## src/hw/msg_sb_consts.svh

```systemverilog
// Constants for the sideband message interface: field positions, codes and timing counts
`ifndef MSG_SB_CONSTS_SVH
`define MSG_SB_CONSTS_SVH

// Transmit kind codes
`define TX_KIND_LTR        3'h0
`define TX_KIND_OBFF       3'h1
`define TX_KIND_SSPL       3'h2
`define TX_KIND_PME        3'h3

// LTR payload fields
`define LTR_SNOOP_REQ      31
`define LTR_SNOOP_SCALE    28:26
`define LTR_SNOOP_VALUE    25:16
`define LTR_NOSNOOP_REQ    15
`define LTR_NOSNOOP_SCALE  12:10
`define LTR_NOSNOOP_VALUE  9:0

// OBFF, slot power and PME payload fields
`define OBFF_CODE          3:0
`define SSPL_FIELD         9:0
`define PME_PF             1:0
`define PME_VF             9:4

// Cycles the device spends sending one message before acknowledging
`define TX_BUSY_CYCLES     4'h3

// Received-message table depth (one entry per 5-bit kind)
`define RX_KINDS           32

`endif

```

## src/hw/msg_sb_pkg.sv

```systemverilog
// Types shared by both ends of the sideband message interface
package msg_sb_pkg;
   typedef logic [4:0]  rx_kind_t;
   typedef logic [2:0]  tx_kind_t;
   typedef logic [31:0] tx_payload_t;
   typedef logic [7:0]  rx_param_t;
endpackage

```

## src/hw/msg_sb_if.sv

```systemverilog
// Interface joining the device end and the user end of the message sideband
`timescale 1ns/1ps
`default_nettype none
interface msg_sb_if;
   logic                   msg_rx_strobe;
   msg_sb_pkg::rx_param_t  msg_rx_param;
   msg_sb_pkg::rx_kind_t   msg_rx_kind;
   logic                   msg_tx_req;
   msg_sb_pkg::tx_kind_t   msg_tx_kind;
   msg_sb_pkg::tx_payload_t msg_tx_payload;
   logic                   msg_tx_ack;

   modport device (
      output msg_rx_strobe, msg_rx_param, msg_rx_kind, msg_tx_ack,
      input  msg_tx_req, msg_tx_kind, msg_tx_payload
   );
   modport user (
      input  msg_rx_strobe, msg_rx_param, msg_rx_kind, msg_tx_ack,
      output msg_tx_req, msg_tx_kind, msg_tx_payload
   );
endinterface
`default_nettype wire

```

## src/hw/msg_sb_device.sv

```systemverilog
// Device end of the message sideband: received-message reporting and message transmit
//
// Operation
// - Strobe high one or more cycles per message
// - Parameter bytes valid only while strobe high
// - At least one idle cycle between messages
// - Kind code shown while strobe high
// - Receive path only when enabled at build
// - User holds request stable until acknowledge
// - Kind codes: LTR, OBFF, SSPL, PME
// - LTR payload field layout
// - OBFF code in payload bits 3:0
// - Slot power scale and value bits 9:0
// - PME function flags in bits 1:0, 9:4
// - Acknowledge pulses one cycle on completion
`include "msg_sb_consts.svh"
`timescale 1ns/1ps
`default_nettype none
module msg_sb_device #(
   parameter bit        RX_ENABLE = 1'b1,
   parameter bit [127:0] RX_LEN_TABLE = {32{4'h1}}
) (
   // Clock and reset
   input  wire logic                    clk_sys,
   input  wire logic                    rst_n,
   // Sideband toward the user logic
   msg_sb_if.device                     sb,
   // Decoded messages from the link side
   input  wire logic                    link_msg_valid,
   output logic                         link_msg_ready,
   input  wire msg_sb_pkg::rx_kind_t    link_msg_kind,
   input  wire logic [63:0]             link_msg_params,
   // Encoded message toward the link side
   output logic                         link_tx_valid,
   output logic [2:0]                   link_tx_kind,
   output logic [31:0]                  link_tx_fields
);

   // ----------------------------------------------------------------
   // Receive reporting
   // ----------------------------------------------------------------
   typedef enum logic [1:0] {RX_IDLE, RX_SEND, RX_GAP} rx_state_t;

   rx_state_t            rx_state_reg;
   rx_state_t            rx_state_next;
   logic [3:0]           rx_left_reg;
   logic [3:0]           rx_left_next;
   logic [63:0]          rx_shift_reg;
   logic [63:0]          rx_shift_next;
   logic                 rx_strobe_reg;
   logic                 rx_strobe_next;
   msg_sb_pkg::rx_kind_t rx_kind_reg;
   msg_sb_pkg::rx_kind_t rx_kind_next;
   logic [7:0]           rx_param_reg;
   logic [7:0]           rx_param_next;
   logic                 ready_reg;

   wire  [3:0] rx_len_raw = RX_LEN_TABLE[{2'h0, link_msg_kind} * 7'h4 +: 4];
   wire  [3:0] rx_len     = (rx_len_raw == 4'h0) ? 4'h1 : rx_len_raw;
   wire        rx_accept  = RX_ENABLE && (rx_state_reg == RX_IDLE) && link_msg_valid;

   always_comb begin
      rx_state_next  = rx_state_reg;
      rx_left_next   = rx_left_reg;
      rx_shift_next  = rx_shift_reg;
      rx_strobe_next = 1'b0;
      rx_kind_next   = 5'h00;
      rx_param_next  = 8'h00;
      unique case (rx_state_reg)
         RX_IDLE: begin
            if (rx_accept) begin
               rx_strobe_next = 1'b1;
               rx_kind_next   = link_msg_kind;
               rx_param_next  = link_msg_params[7:0];
               rx_shift_next  = {8'h00, link_msg_params[63:8]};
               rx_left_next   = rx_len - 4'h1;
               rx_state_next  = (rx_len == 4'h1) ? RX_GAP : RX_SEND;
            end
         end
         RX_SEND: begin
            rx_strobe_next = 1'b1;
            rx_kind_next   = rx_kind_reg;
            rx_param_next  = rx_shift_reg[7:0];
            rx_shift_next  = {8'h00, rx_shift_reg[63:8]};
            rx_left_next   = rx_left_reg - 4'h1;
            if (rx_left_reg == 4'h1) begin
               rx_state_next = RX_GAP;
            end
         end
         RX_GAP: begin
            // Strobe goes low in the cycle after this one, separating messages
            rx_state_next = RX_IDLE;
         end
      endcase
   end

   always_ff @(posedge clk_sys or negedge rst_n) begin
      if (!rst_n) begin
         rx_state_reg  <= RX_IDLE;
         rx_left_reg   <= 4'h0;
         rx_shift_reg  <= 64'h0;
         rx_strobe_reg <= 1'b0;
         rx_kind_reg   <= 5'h00;
         rx_param_reg  <= 8'h00;
         ready_reg     <= 1'b0;
      end else begin
         rx_state_reg  <= rx_state_next;
         rx_left_reg   <= rx_left_next;
         rx_shift_reg  <= rx_shift_next;
         rx_strobe_reg <= rx_strobe_next;
         rx_kind_reg   <= rx_kind_next;
         rx_param_reg  <= rx_param_next;
         ready_reg     <= rx_accept;
      end
   end

   // Kind register clears with the strobe so no stale code leaks outside a message
   assign sb.msg_rx_strobe = rx_strobe_reg;
   assign sb.msg_rx_kind   = rx_kind_reg;
   assign sb.msg_rx_param  = rx_param_reg;
   assign link_msg_ready   = ready_reg;

   // ----------------------------------------------------------------
   // Transmit
   // ----------------------------------------------------------------
   typedef enum logic [1:0] {TX_IDLE, TX_BUSY, TX_DONE} tx_state_t;

   tx_state_t   tx_state_reg;
   tx_state_t   tx_state_next;
   logic [3:0]  tx_cnt_reg;
   logic [3:0]  tx_cnt_next;
   logic        ack_reg;
   logic        ltx_valid_reg;
   logic [2:0]  ltx_kind_reg;
   logic [31:0] ltx_fields_reg;
   logic [31:0] fields_sel;

   wire [31:0] pay      = sb.msg_tx_payload;
   // Reserved kinds are completed without sending, so the user is never hung
   wire        kind_ok  = (sb.msg_tx_kind[2] == 1'b0);
   wire        tx_start = (tx_state_reg == TX_IDLE) && sb.msg_tx_req;

   always_comb begin
      fields_sel = 32'h0;
      unique case (sb.msg_tx_kind)
         `TX_KIND_LTR: begin
            fields_sel[`LTR_SNOOP_REQ]     = pay[`LTR_SNOOP_REQ];
            fields_sel[`LTR_SNOOP_SCALE]   = pay[`LTR_SNOOP_SCALE];
            fields_sel[`LTR_SNOOP_VALUE]   = pay[`LTR_SNOOP_VALUE];
            fields_sel[`LTR_NOSNOOP_REQ]   = pay[`LTR_NOSNOOP_REQ];
            fields_sel[`LTR_NOSNOOP_SCALE] = pay[`LTR_NOSNOOP_SCALE];
            fields_sel[`LTR_NOSNOOP_VALUE] = pay[`LTR_NOSNOOP_VALUE];
         end
         `TX_KIND_OBFF: fields_sel[`OBFF_CODE]  = pay[`OBFF_CODE];
         `TX_KIND_SSPL: fields_sel[`SSPL_FIELD] = pay[`SSPL_FIELD];
         `TX_KIND_PME: begin
            fields_sel[`PME_PF] = pay[`PME_PF];
            fields_sel[`PME_VF] = pay[`PME_VF];
         end
         default: fields_sel = 32'h0;
      endcase
   end

   always_comb begin
      tx_state_next = tx_state_reg;
      tx_cnt_next   = tx_cnt_reg;
      unique case (tx_state_reg)
         TX_IDLE: begin
            if (tx_start) begin
               tx_cnt_next   = `TX_BUSY_CYCLES;
               tx_state_next = TX_BUSY;
            end
         end
         TX_BUSY: begin
            tx_cnt_next = tx_cnt_reg - 4'h1;
            if (tx_cnt_reg == 4'h1) begin
               tx_state_next = TX_DONE;
            end
         end
         TX_DONE: begin
            // One wait cycle lets the user drop the request after the pulse
            tx_state_next = TX_IDLE;
         end
      endcase
   end

   always_ff @(posedge clk_sys or negedge rst_n) begin
      if (!rst_n) begin
         tx_state_reg   <= TX_IDLE;
         tx_cnt_reg     <= 4'h0;
         ack_reg        <= 1'b0;
         ltx_valid_reg  <= 1'b0;
         ltx_kind_reg   <= 3'h0;
         ltx_fields_reg <= 32'h0;
      end else begin
         tx_state_reg  <= tx_state_next;
         tx_cnt_reg    <= tx_cnt_next;
         ack_reg       <= (tx_state_reg == TX_BUSY) && (tx_cnt_reg == 4'h1);
         ltx_valid_reg <= tx_start && kind_ok;
         if (tx_start) begin
            ltx_kind_reg   <= sb.msg_tx_kind;
            ltx_fields_reg <= fields_sel;
         end
      end
   end

   assign sb.msg_tx_ack  = ack_reg;
   assign link_tx_valid  = ltx_valid_reg;
   assign link_tx_kind   = ltx_kind_reg;
   assign link_tx_fields = ltx_fields_reg;

endmodule
`default_nettype wire

```

## src/flat_wrapper.sv

```systemverilog
// flat-port wrapper written by rule: the top's interface ports become plain ports
module msg_sb_device_flat 
#(
   parameter bit        RX_ENABLE = 1'b1,
   parameter bit [127:0] RX_LEN_TABLE = {32{4'h1}}
)
  (clk_sys, rst_n, link_msg_valid, link_msg_ready, link_msg_kind, link_msg_params, link_tx_valid, link_tx_kind, link_tx_fields, sb_msg_rx_strobe, sb_msg_rx_param, sb_msg_rx_kind, sb_msg_tx_ack, sb_msg_tx_req, sb_msg_tx_kind, sb_msg_tx_payload);
  msg_sb_if sb_i ();
  input  wire logic clk_sys;
  input  wire logic rst_n;
  input  wire logic link_msg_valid;
  output logic link_msg_ready;
  input  wire msg_sb_pkg::rx_kind_t link_msg_kind;
  input  wire logic [63:0] link_msg_params;
  output logic link_tx_valid;
  output logic [2:0] link_tx_kind;
  output logic [31:0] link_tx_fields;
  output wire logic [$bits(sb_i.msg_rx_strobe)-1:0] sb_msg_rx_strobe;
  output wire logic [$bits(sb_i.msg_rx_param)-1:0] sb_msg_rx_param;
  output wire logic [$bits(sb_i.msg_rx_kind)-1:0] sb_msg_rx_kind;
  output wire logic [$bits(sb_i.msg_tx_ack)-1:0] sb_msg_tx_ack;
  input wire logic [$bits(sb_i.msg_tx_req)-1:0] sb_msg_tx_req;
  input wire logic [$bits(sb_i.msg_tx_kind)-1:0] sb_msg_tx_kind;
  input wire logic [$bits(sb_i.msg_tx_payload)-1:0] sb_msg_tx_payload;
  assign sb_msg_rx_strobe = sb_i.msg_rx_strobe;
  assign sb_msg_rx_param = sb_i.msg_rx_param;
  assign sb_msg_rx_kind = sb_i.msg_rx_kind;
  assign sb_msg_tx_ack = sb_i.msg_tx_ack;
  assign sb_i.msg_tx_req = sb_msg_tx_req;
  assign sb_i.msg_tx_kind = sb_msg_tx_kind;
  assign sb_i.msg_tx_payload = sb_msg_tx_payload;
  msg_sb_device #(.RX_ENABLE(RX_ENABLE), .RX_LEN_TABLE(RX_LEN_TABLE)) u_core (.clk_sys(clk_sys), .rst_n(rst_n), .sb(sb_i), .link_msg_valid(link_msg_valid), .link_msg_ready(link_msg_ready), .link_msg_kind(link_msg_kind), .link_msg_params(link_msg_params), .link_tx_valid(link_tx_valid), .link_tx_kind(link_tx_kind), .link_tx_fields(link_tx_fields));
endmodule
```

## config.mk

```make
export PLATFORM = sky130hd
export DESIGN_NAME = msg_sb_device_flat
export DESIGN_NICKNAME = d
export VERILOG_FILES = /design/src/hw/msg_sb_pkg.sv /design/src/hw/msg_sb_if.sv /design/src/hw/msg_sb_device.sv /design/src/flat_wrapper.sv
export VERILOG_INCLUDE_DIRS = /design/src /design/src/hw
export SDC_FILE = /design/constraint.sdc
export NUM_CORES = 1
export LEC_CHECK = 0
export BUFFER_PORTS_ARGS = -buffer_cell sky130_fd_sc_hd__buf_2
export CAP_MARGIN = 20
export CORE_MARGIN = 3
export CORE_UTILIZATION = 39
export DETAILED_ROUTE_END_ITERATION = 10
export PLACE_DENSITY_LB_ADDON = 0.25
export SYNTH_ARGS = -nofsm -noshare
export SYNTH_HDL_FRONTEND = slang
export SYNTH_SLANG_ARGS = --single-unit
```

## constraint.sdc

```tcl
create_clock -name clk_sys -period 1.9 [get_ports clk_sys]
set_input_delay 0.095 -clock clk_sys [delete_from_list [all_inputs] [get_ports clk_sys]]
set_output_delay 0.095 -clock clk_sys [all_outputs]
set_load 0.02 [all_outputs]
```

# After elaboration in Yosys (flattened, before gate mapping)
# Index checks and enable logic that the tools add are counted.
[word_totals] output_inout_bits=52 regBits=124 input_bits=108 elab_cells=75
[op_classes] add_sub_neg=3 n_bitwise=1 mux=26 shift=1 n_reduce_logical=17 n_eq_ne=14
[op_table] op="case mux 64 bit (2 select lines)" count=1
[op_table] op="indexed part select 128 x 8 -> 4 bit, first input constant" count=1
[op_table] op="two-way mux 64 bit" count=1
[op_table] op="case mux 4 bit (2 select lines)" count=2
[op_table] op="case mux 8 bit (2 select lines)" count=1
[op_table] op="two-way mux 14 bit" count=1
[op_table] op="two-way mux 2 bit" count=7
[op_table] op="== test 4 x 1 -> 1 bit, second input constant" count=3
[op_table] op="two-way mux 4 bit" count=3
[op_table] op="case mux 2 bit (3 select lines)" count=2
[op_table] op="subtractor 4 x 1 -> 4 bit, second input constant" count=3
[op_table] op="case mux 5 bit (2 select lines)" count=1
[op_table] op="two-way mux 8 bit" count=1
[op_table] op="inequality test 2 x 1 -> 1 bit, second input constant" count=4
[op_table] op="AND reduction 2 bit" count=4
[op_table] op="== test 3 x 2 -> 1 bit, second input constant" count=2
[op_table] op="two-way mux 6 bit" count=1
[op_table] op="OR reduction 3 bit" count=2
[op_table] op="two-way mux 5 bit" count=1
[op_table] op="== test 2 x 1 -> 1 bit, second input constant" count=2
[op_table] op="== test 2 bit, second input constant" count=2
[op_table] op="logical AND 1 bit" count=4
[op_table] op="zero test 2 bit" count=2
[op_table] op="zero test 4 bit" count=1
[op_table] op="other kinds (8)" count=10

# Depth between registers and ports, before layout
# Gate-level depths: netlist of run 1.
[depth] depth_word=7 mapped_depth=7 mapped_depth_nobuf=5

# Worst setup path after synthesis of run 1
# No wires, ideal clock.
[synth_path] kind="register to register" from="register u_core.tx_state_reg[0]" to="register u_core.ltx_fields_reg[4], in the netlist u_core.link_tx_fields[4]" n_path_buf=2 required_ns=1.834 period_less_slack_ns=1.446 arrival_time_ns=1.380 setup_time_ns=0.066 path_stages_with_launch=7 slack_ns=0.454 path_cell_list="dfrtp_1 -> inv_1 -> ha_1 -> nand2_1 -> buf_2 -> buf_1 -> a22o_1"
[synth_between] elab_chain_cells=2
[synth_rtl] element="start, declared" line="msg_sb_device.sv:128" source="tx_state_t tx_state_reg;"
[synth_rtl] element="start signal, assigned" line="msg_sb_device.sv:196" source="tx_state_reg <= tx_state_next;"
[synth_rtl] element="zero test 2 bit" line="msg_sb_device.sv:141" source="wire tx_start = (tx_state_reg == TX_IDLE) && sb.msg_tx_req;"
[synth_rtl] element="logical AND 1 bit" line="msg_sb_device.sv:141"
[synth_rtl] element="end signal, assigned" line="msg_sb_device.sv:202" source="ltx_fields_reg <= fields_sel;"
[synth_rtl] element="end, declared" line="msg_sb_device.sv:135" source="logic [31:0] ltx_fields_reg;"
# No other way between the ends.
# A chain may end at the register's enable or synchronous reset.

# Worst setup path in the final report of run 1
[layout_path] from="register u_core.tx_state_reg[0]" to="register u_core.ltx_kind_reg[1], in the netlist u_core.link_tx_kind[1]"
[layout_between] elab_chain_cells=2
[layout_rtl] element="zero test 2 bit" line="msg_sb_device.sv:141"
[layout_rtl] element="logical AND 1 bit" line="msg_sb_device.sv:141"
[layout_rtl] element="end signal, assigned" line="msg_sb_device.sv:201" source="ltx_kind_reg <= sb.msg_tx_kind;"
[layout_rtl] element="end, declared" line="msg_sb_device.sv:134" source="logic [2:0] ltx_kind_reg;"
# No other way between the ends.

==> run_summary.xml, run 1 <==
<?xml version="1.0" encoding="UTF-8"?>
<metrics>
  <group name="layout">
    <metric name="antennaDiodeCount" unit="">0</metric>
    <metric name="layout.nets" unit="">395</metric>
    <metric name="syn2layout_area_growth" unit="%">44.1</metric>
    <metric name="finish.cell_count_without_fillers" unit="">351</metric>
    <metric name="fill_cells" unit="">406</metric>
    <metric name="final_core_util" unit="">0.606</metric>
    <metric name="drive_above_1_share" unit="">0.398</metric>
    <metric name="largest_register_ffs" unit="">28</metric>
  </group>
  <group name="global_routing">
    <metric name="wire_length_of_the_first_global_routing_pass" unit="mm">8.08</metric>
    <metric name="gr-total-overflow" unit="">0</metric>
    <metric name="grt_busiest_layer" unit="">met2</metric>
    <metric name="global_route.usage.met3" unit="">0.0703</metric>
    <metric name="track_usage" unit="">0.169</metric>
    <metric name="grt_start_max_net_pins" unit="">27</metric>
    <metric name="grt_use_met1" unit="">0.217</metric>
    <metric name="number_of_global_route_vias_before_repair" unit="">1689</metric>
    <metric name="groute.layer.met2.usage" unit="">0.261</metric>
    <metric name="number_of_antenna_violations_at_the_first_check_in_global_routing" unit="">0</metric>
  </group>
  <group name="timing">
    <metric name="period_needed" unit="ns">1.60</metric>
    <metric name="unrepaired_setup_endpoints_after_global_routing" unit="">false</metric>
    <metric name="max_freq" unit="GHz">0.624</metric>
    <metric name="timing.max_slew.rel_slack" unit="">0.573</metric>
    <metric name="drv_slew" unit="">0</metric>
    <metric name="timing_hold_violations_final" unit="">0</metric>
    <metric name="totalNegativeSetupSlack" unit="ns">0</metric>
    <metric name="finalSetupViolations" unit="">0</metric>
    <metric name="layout_worst_path_cycle_share" unit="">0.844</metric>
    <metric name="fin_worst_skew" unit="ns">0.00538</metric>
    <metric name="holdWs" unit="ns">0.00632</metric>
    <metric name="tightest_slew" unit="ns">0.639</metric>
  </group>
  <group name="cts">
    <metric name="tritoncts" unit="">built</metric>
    <metric name="post_cts_resize_count" unit="">0</metric>
    <metric name="h_tree_depth" unit="">2</metric>
    <metric name="total_cts_buffers" unit="">5</metric>
    <metric name="clock_latency" unit="ns">0.30</metric>
    <metric name="path_clk_slew" unit="ns">0.09</metric>
    <metric name="cts_root_buffer" unit="">clkbuf_8</metric>
    <metric name="clock_path_buffers" unit="">2</metric>
    <metric name="clock_net_sink_count" unit="">54</metric>
  </group>
  <group name="synth">
    <metric name="yosysWarningCount" unit="">0</metric>
    <metric name="synth-seq-area-share" unit="">0.654</metric>
    <metric name="post_synth_main_area_contributors" unit="">dfrtp_1 (65%), a22o_1 (10%), and2_1 (4.2%)</metric>
    <metric name="synth_edf_count" unit="">0</metric>
    <metric name="yosysTopAreaCellShare" unit="">0.654</metric>
    <metric name="yosys.cell_count.top_type" unit="">dfrtp_1</metric>
    <metric name="syn-cell-area" unit="sq um">2070</metric>
    <metric name="post_synth.cell_area_avg" unit="sq um">13.2</metric>
    <metric name="synth_top_cell_by_area" unit="">dfrtp_1</metric>
    <metric name="synthCells" unit="">156</metric>
    <metric name="synth.distinct_cells" unit="">27</metric>
    <metric name="synth_common_cells" unit="">dfrtp_1 (54), a22o_1 (24), and2_1 (14)</metric>
    <metric name="async_flop_share" unit="">1.00</metric>
    <metric name="synth_flop_cell" unit="">dfrtp_1</metric>
    <metric name="ys_ff_latch" unit="">54</metric>
  </group>
  <group name="power_and_ir_drop">
    <metric name="switching_share" unit="">0.359</metric>
    <metric name="power_frac_seq" unit="">0.447</metric>
    <metric name="net-switching-power" unit="mW">1.26</metric>
    <metric name="power.density" unit="nW/um^2">1180</metric>
    <metric name="power.share.clock" unit="">0.189</metric>
    <metric name="power.combinational.fraction" unit="">0.364</metric>
    <metric name="internal_power" unit="mW">2.25</metric>
    <metric name="power.static_leakage" unit="nW">1.61</metric>
    <metric name="vdd_ir_drop_max" unit="mV">0.546</metric>
  </group>
  <group name="die">
    <metric name="placeable_core_region" unit="sq um">4910</metric>
    <metric name="ios" unit="">160</metric>
    <metric name="dieWidth" unit="um">78.8</metric>
    <metric name="row_count" unit="">25</metric>
    <metric name="floorplan.die.height" unit="um">78.8</metric>
    <metric name="die-area" unit="sq um">6210</metric>
    <metric name="effective_utilization_at_floorplan" unit="">0.421</metric>
  </group>
  <group name="routing">
    <metric name="detail_route.first_pass.iterations" unit="">4</metric>
    <metric name="wirelength" unit="mm">4.99</metric>
    <metric name="vias" unit="">1638</metric>
    <metric name="wire_per_inst" unit="um">14.2</metric>
    <metric name="post-route-drc-count" unit="">0</metric>
    <metric name="ant_nets" unit="">0</metric>
    <metric name="drt_iter0_drc" unit="">59</metric>
    <metric name="drt-vias-per-instance" unit="">4.67</metric>
  </group>
  <group name="critical_path">
    <metric name="crit_path_start_kind" unit="">flop</metric>
    <metric name="critical_path_arrival" unit="ns">1.80</metric>
    <metric name="setup.worst_path.start" unit="">u_core.tx_state_reg[0]</metric>
    <metric name="cp_data_required_time" unit="ns">2.10</metric>
    <metric name="worstSetupEndpointType" unit="">flop</metric>
    <metric name="worstPathMaxFanout" unit="">16</metric>
    <metric name="r2r-start" unit="">u_core.tx_state_reg[0]</metric>
    <metric name="path_class" unit="">reg -&gt; reg</metric>
  </group>
  <group name="placed_design">
    <metric name="hpwl" unit="mm">3.30</metric>
    <metric name="gp_congestion" unit="">0.716</metric>
    <metric name="buffer_ports.inserted" unit="">95</metric>
    <metric name="cell_total_after_placement" unit="">316</metric>
  </group>
  <group name="min_path">
    <metric name="timing.hold.worst.start" unit="">sb_msg_tx_payload[11]</metric>
    <metric name="hold_path_class" unit="">in -&gt; reg</metric>
  </group>
  <group name="flow_run">
    <metric name="drv_cap" unit="">0</metric>
  </group>
  <group name="run_status">
    <metric name="status" unit="">finished, final reports clean</metric>
  </group>
</metrics>
-- kinds of logic after synthesis --
kind of cell / count (synthesis) / synth area share
flip-flops: 54 / 0.654
AO/OA/AOI/OAI: 37 / 0.136
multiplexers: 5 / 0.0260
AND/OR/NAND/NOR: 39 / 0.115
buffers and inverters: 16 / 0.0430
adder cells (fa/ha/maj): 4 / 0.0242
other: 1 / 0.00181
-- critical path: stages (launching register included) --
cell and delay, ns:
dfrtp_1 0.36, inv_1 0.06, ha_1 0.23, nand2_1 0.23, buf_4 0.28, mux2_2 0.35
-- path summary, 6_finish.rpt --
kind,to,slack [ns],depth (start not counted)
setup / recovery,u_core.link_tx_kind[1],0.30,5
hold / removal,u_core.link_tx_fields[11],0.006,2
setup reg to reg,u_core.link_tx_kind[1],0.30,5
hold reg to reg,u_core.rx_state_reg[1],0.43,1
max in group asynchronous,u_core.link_tx_valid,1.02,3
min in group asynchronous,u_core.tx_cnt_reg[2],0.22,2
-- cells in the final DEF (no fill, tap or decap) --
master,netlist,final
inv_1,5,5
nor3b_1,1,1
buf_4,5,6
nor2_1,1,1
o211ai_1,1,1
buf_2,2,95
o21ai_0,6,6
clkbuf_1,2,1
nor3_1,1,1
ha_1,4,4
mux2i_1,2,2
nand2b_1,3,3
nor3_2,1,1
nand4b_1,1,1
a22o_1,24,24
nor4_4,1,1
and3_1,1,1
mux2_2,3,3
a21oi_1,5,5
nand2_1,10,10
a32oi_1,1,1
conb_1,1,4
clkbuf_8,0,6
nor2b_1,5,5
inv_6,0,1
dlygate4sd3_1,0,27
and2_1,14,14
dfrtp_1,54,54
-- layout make-up --
cell class | count | area, sq um | area share
clock buffers | 7 | 86.3 | 0.0290
clock inverters | 1 | 8.76 | 0.00294
flip-flops and latches | 54 | 1350 | 0.454
well taps | 67 | 83.8 | 0.0282
multi-input cells | 89 | 638 | 0.214
repair buffers | 128 | 791 | 0.266
inverters | 5 | 18.8 | 0.00630
-- power by group through the flow --
stage	sequential, mW	clock (mW)	combinational [mW]
floorplan	1.88	0	0.513
global placement	1.58	0	1.22
detailed placement	1.59	0	1.25
CTS	1.57	0.687	1.28
global route	1.61	0.743	1.41
finish	1.57	0.663	1.28
-- what timing repair did --
action                                 4_1_cts  5_1_grt
setup buffers                                0        0
hold buffers                                20        7
endpoints found under the hold margin       33        7
-- metrics by stage --
step                worst slack, ns  power (mW)  area, sq um
global placement              0.305        2.81         2610
floorplan                     0.454        2.39         2080
finish                        0.297        3.51         2980
CTS                           0.293        3.54         2910
global route                  0.201        3.76         2980
detailed placement            0.301        2.84         2610
-- metal layers --
metal | routed length, um | vias to the layer above
met3 | 474 | 6
li1 | - | 781
met5 | 0 | -
met4 | 43 | 0
met1 | 2080 | 773
met2 | 2390 | 78
Power figures use the tool's default switching activity.
==> run 2, diff against run 1 <==
--- a/config.mk
+++ b/config.mk
@@ -9,7 +9,7 @@
 export BUFFER_PORTS_ARGS = -buffer_cell sky130_fd_sc_hd__buf_2
 export CAP_MARGIN = 20
 export CORE_MARGIN = 3
-export CORE_UTILIZATION = 39
+export CORE_UTILIZATION = 35
 export DETAILED_ROUTE_END_ITERATION = 10
 export PLACE_DENSITY_LB_ADDON = 0.25
 export SYNTH_ARGS = -nofsm -noshare
==> constraint.sdc (replaced) <==
create_clock -name clk_sys -period 1.4 [get_ports clk_sys]
set_input_delay 0.07 -clock clk_sys [delete_from_list [all_inputs] [get_ports clk_sys]]
set_output_delay 0.07 -clock clk_sys [all_outputs]
set_load 0.02 [all_outputs]
==> run 2 against run 1 <==
Critical path depth rose by 1. Combinational power increased by 65%. Sequential share of layout area fell by 4.2 points.
==> run_summary.xml, run 2 (synthesis results as in run 1) <==
<?xml version="1.0" encoding="UTF-8"?>
<metrics>
  <group name="routing">
    <metric name="drt-vias-per-instance" unit="">4.54</metric>
    <metric name="vias" unit="">1717</metric>
    <metric name="drt_iter0_drc" unit="">84</metric>
    <metric name="detail_route.first_pass.iterations" unit="">4</metric>
    <metric name="wire_per_inst" unit="um">13.9</metric>
    <metric name="post-route-drc-count" unit="">0</metric>
    <metric name="wirelength" unit="mm">5.24</metric>
    <metric name="ant_nets" unit="">0</metric>
  </group>
  <group name="die">
    <metric name="ios" unit="">160</metric>
    <metric name="floorplan.die.height" unit="um">82.9</metric>
    <metric name="effective_utilization_at_floorplan" unit="">0.369</metric>
    <metric name="row_count" unit="">27</metric>
    <metric name="die-area" unit="sq um">6860</metric>
    <metric name="placeable_core_region" unit="sq um">5610</metric>
    <metric name="dieWidth" unit="um">82.9</metric>
  </group>
  <group name="timing">
    <metric name="period_needed" unit="ns">1.35</metric>
    <metric name="max_freq" unit="GHz">0.738</metric>
    <metric name="drv_slew" unit="">0</metric>
    <metric name="timing_hold_violations_final" unit="">0</metric>
    <metric name="unrepaired_setup_endpoints_after_global_routing" unit="">true</metric>
    <metric name="worst_slack" unit="ns">0.0451</metric>
    <metric name="totalNegativeSetupSlack" unit="ns">0</metric>
    <metric name="finalSetupViolations" unit="">0</metric>
    <metric name="layout_worst_path_cycle_share" unit="">0.968</metric>
    <metric name="fin_worst_skew" unit="ns">0.00958</metric>
  </group>
  <group name="cts">
    <metric name="clock_latency" unit="ns">0.30</metric>
    <metric name="clock_net_sink_count" unit="">54</metric>
    <metric name="cts_root_buffer" unit="">clkbuf_8</metric>
    <metric name="path_clk_slew" unit="ns">0.09</metric>
    <metric name="tritoncts" unit="">built</metric>
    <metric name="cts_post_setup_buffers_inserted" unit="">0</metric>
    <metric name="clock_path_buffers" unit="">2</metric>
    <metric name="h_tree_depth" unit="">2</metric>
    <metric name="total_cts_buffers" unit="">5</metric>
  </group>
  <group name="min_path">
    <metric name="hold_path_class" unit="">in -&gt; reg</metric>
  </group>
  <group name="power_and_ir_drop">
    <metric name="power.density" unit="nW/um^2">1550</metric>
    <metric name="vdd_ir_drop_max" unit="mV">0.693</metric>
    <metric name="power.static_leakage" unit="nW">1.75</metric>
  </group>
  <group name="run_status">
    <metric name="status" unit="">finished, final reports clean</metric>
  </group>
  <group name="placed_design">
    <metric name="gp_congestion" unit="">0.820</metric>
    <metric name="hpwl" unit="mm">3.36</metric>
    <metric name="buffer_ports.inserted" unit="">95</metric>
    <metric name="cell_total_after_placement" unit="">331</metric>
    <metric name="post_dp_cell_area" unit="sq um">2780</metric>
    <metric name="dpl_worst_slack" unit="ns">-0.0731</metric>
  </group>
  <group name="layout">
    <metric name="antennaDiodeCount" unit="">0</metric>
    <metric name="most_common_cell_after_layout_fill_and_taps_aside" unit="">buf_2</metric>
    <metric name="largest_register_ffs" unit="">28</metric>
    <metric name="syn2layout_area_growth" unit="%">58.8</metric>
    <metric name="layout.nets" unit="">417</metric>
    <metric name="final_core_util" unit="">0.585</metric>
    <metric name="fill_cells" unit="">453</metric>
    <metric name="most-common-layout-cells" unit="">buf_2 (95), dfrtp_1 (54), dlygate4sd3_1 (39)</metric>
    <metric name="drive_above_1_share" unit="">0.425</metric>
    <metric name="stdcell_area" unit="sq um">3280</metric>
    <metric name="finish.cell_count_without_fillers" unit="">378</metric>
  </group>
  <group name="critical_path">
    <metric name="path_class" unit="">reg -&gt; reg</metric>
    <metric name="crit_path_buf_inv_count" unit="">2</metric>
    <metric name="worstPathCellList" unit="">inv_2 &gt; ha_4 &gt; buf_4 &gt; mux2i_1 &gt; nand2_1 &gt; o211ai_1</metric>
    <metric name="worstPathMaxFanout" unit="">4</metric>
    <metric name="worstSetupEndpointType" unit="">flop</metric>
    <metric name="critical_path_arrival" unit="ns">1.57</metric>
    <metric name="critical-path-slowest-cell" unit="">dfrtp_1</metric>
    <metric name="worst_path_dominant_cell_family" unit="">flip-flops</metric>
    <metric name="timing.critical_path.slowest_cell_delay" unit="ns">0.40</metric>
    <metric name="crit_path_start_kind" unit="">flop</metric>
    <metric name="cp_data_required_time" unit="ns">1.61</metric>
  </group>
  <group name="global_routing">
    <metric name="number_of_antenna_violations_at_the_first_check_in_global_routing" unit="">0</metric>
    <metric name="number_of_global_route_vias_before_repair" unit="">1834</metric>
    <metric name="wire_length_of_the_first_global_routing_pass" unit="mm">8.89</metric>
    <metric name="grt_start_max_net_pins" unit="">25</metric>
    <metric name="gr-total-overflow" unit="">0</metric>
    <metric name="track_usage" unit="">0.158</metric>
  </group>
  <group name="flow_run">
    <metric name="drv_cap" unit="">0</metric>
  </group>
</metrics>
run 2: cell count changes in the layout (fill, tap and decap cells not counted), sizes merged:
cell / delta
buf: +10
clkbuf: -1
clkinv: +2
dlygate4sd3: +12
inv: -1
run 2: where the power goes:
group / switching (mW) / internal [mW]
Combinational: 1.14 / 0.978
Clock: 0.483 / 0.354
Sequential: 0.194 / 1.94
run 2: per-stage QoR:
step                hold WS [ns]  total power, mW
floorplan                 -0.226             3.26
global placement          0.0452             4.07
detailed placement        0.0452             4.11
CTS                       0.0155             5.06
global route             0.00886             5.42
finish                    0.0202             5.08
run 2: metal layers:
layer,vias up,share of wire,track usage
met3,12,0.084,0.0605
li1,827,-,-
met2,75,0.49,0.265
met4,0,0.024,0.0535
met5,-,0,0
met1,803,0.40,0.187
run 2: path summary, 6_finish.rpt:
path / start / endpoint / slack [ns] / cells after the start
max: u_core.tx_state_reg[1] / u_core.tx_cnt_reg[3] / 0.05 / 6
max reg2reg: u_core.tx_state_reg[1] / u_core.tx_cnt_reg[3] / 0.05 / 6
min reg2reg: u_core.rx_state_reg[1] / u_core.rx_state_reg[1] / 0.44 / 1
max in group asynchronous: rst_n / u_core.link_tx_kind[2] / 0.68 / 3
min in group asynchronous: rst_n / u_core.sb.msg_rx_param[4] / 0.25 / 2
min: sb_msg_tx_payload[3] / u_core.link_tx_fields[3] / 0.02 / 3
run 2: final cells by class:
cell class / instances / area [sq um] / share of cell area
repair buffers: 150 / 1060 / 0.323
clock buffers: 6 / 72.6 / 0.0221
inverters: 5 / 18.8 / 0.00572
multi-input cells: 89 / 676 / 0.206
well taps: 72 / 90.1 / 0.0274
flip-flops and latches: 54 / 1350 / 0.412
clock inverters: 2 / 13.8 / 0.00419
run 2: worst register-to-register path: stages, from the launching register on:
cell	delay, ns
dfrtp_1	0.40
inv_2	0.08
ha_4	0.15
buf_4	0.11
mux2i_1	0.36
nand2_1	0.10
o211ai_1	0.08
run 2: what timing repair did:
action                                  4_1_cts  5_1_grt
gates cloned                                  0        0
hold buffers                                 39        0
pin swaps                                     1        1
endpoints found under the setup margin       28       29
hold endpoints to repair                     53        0
gates resized for setup                       2        7
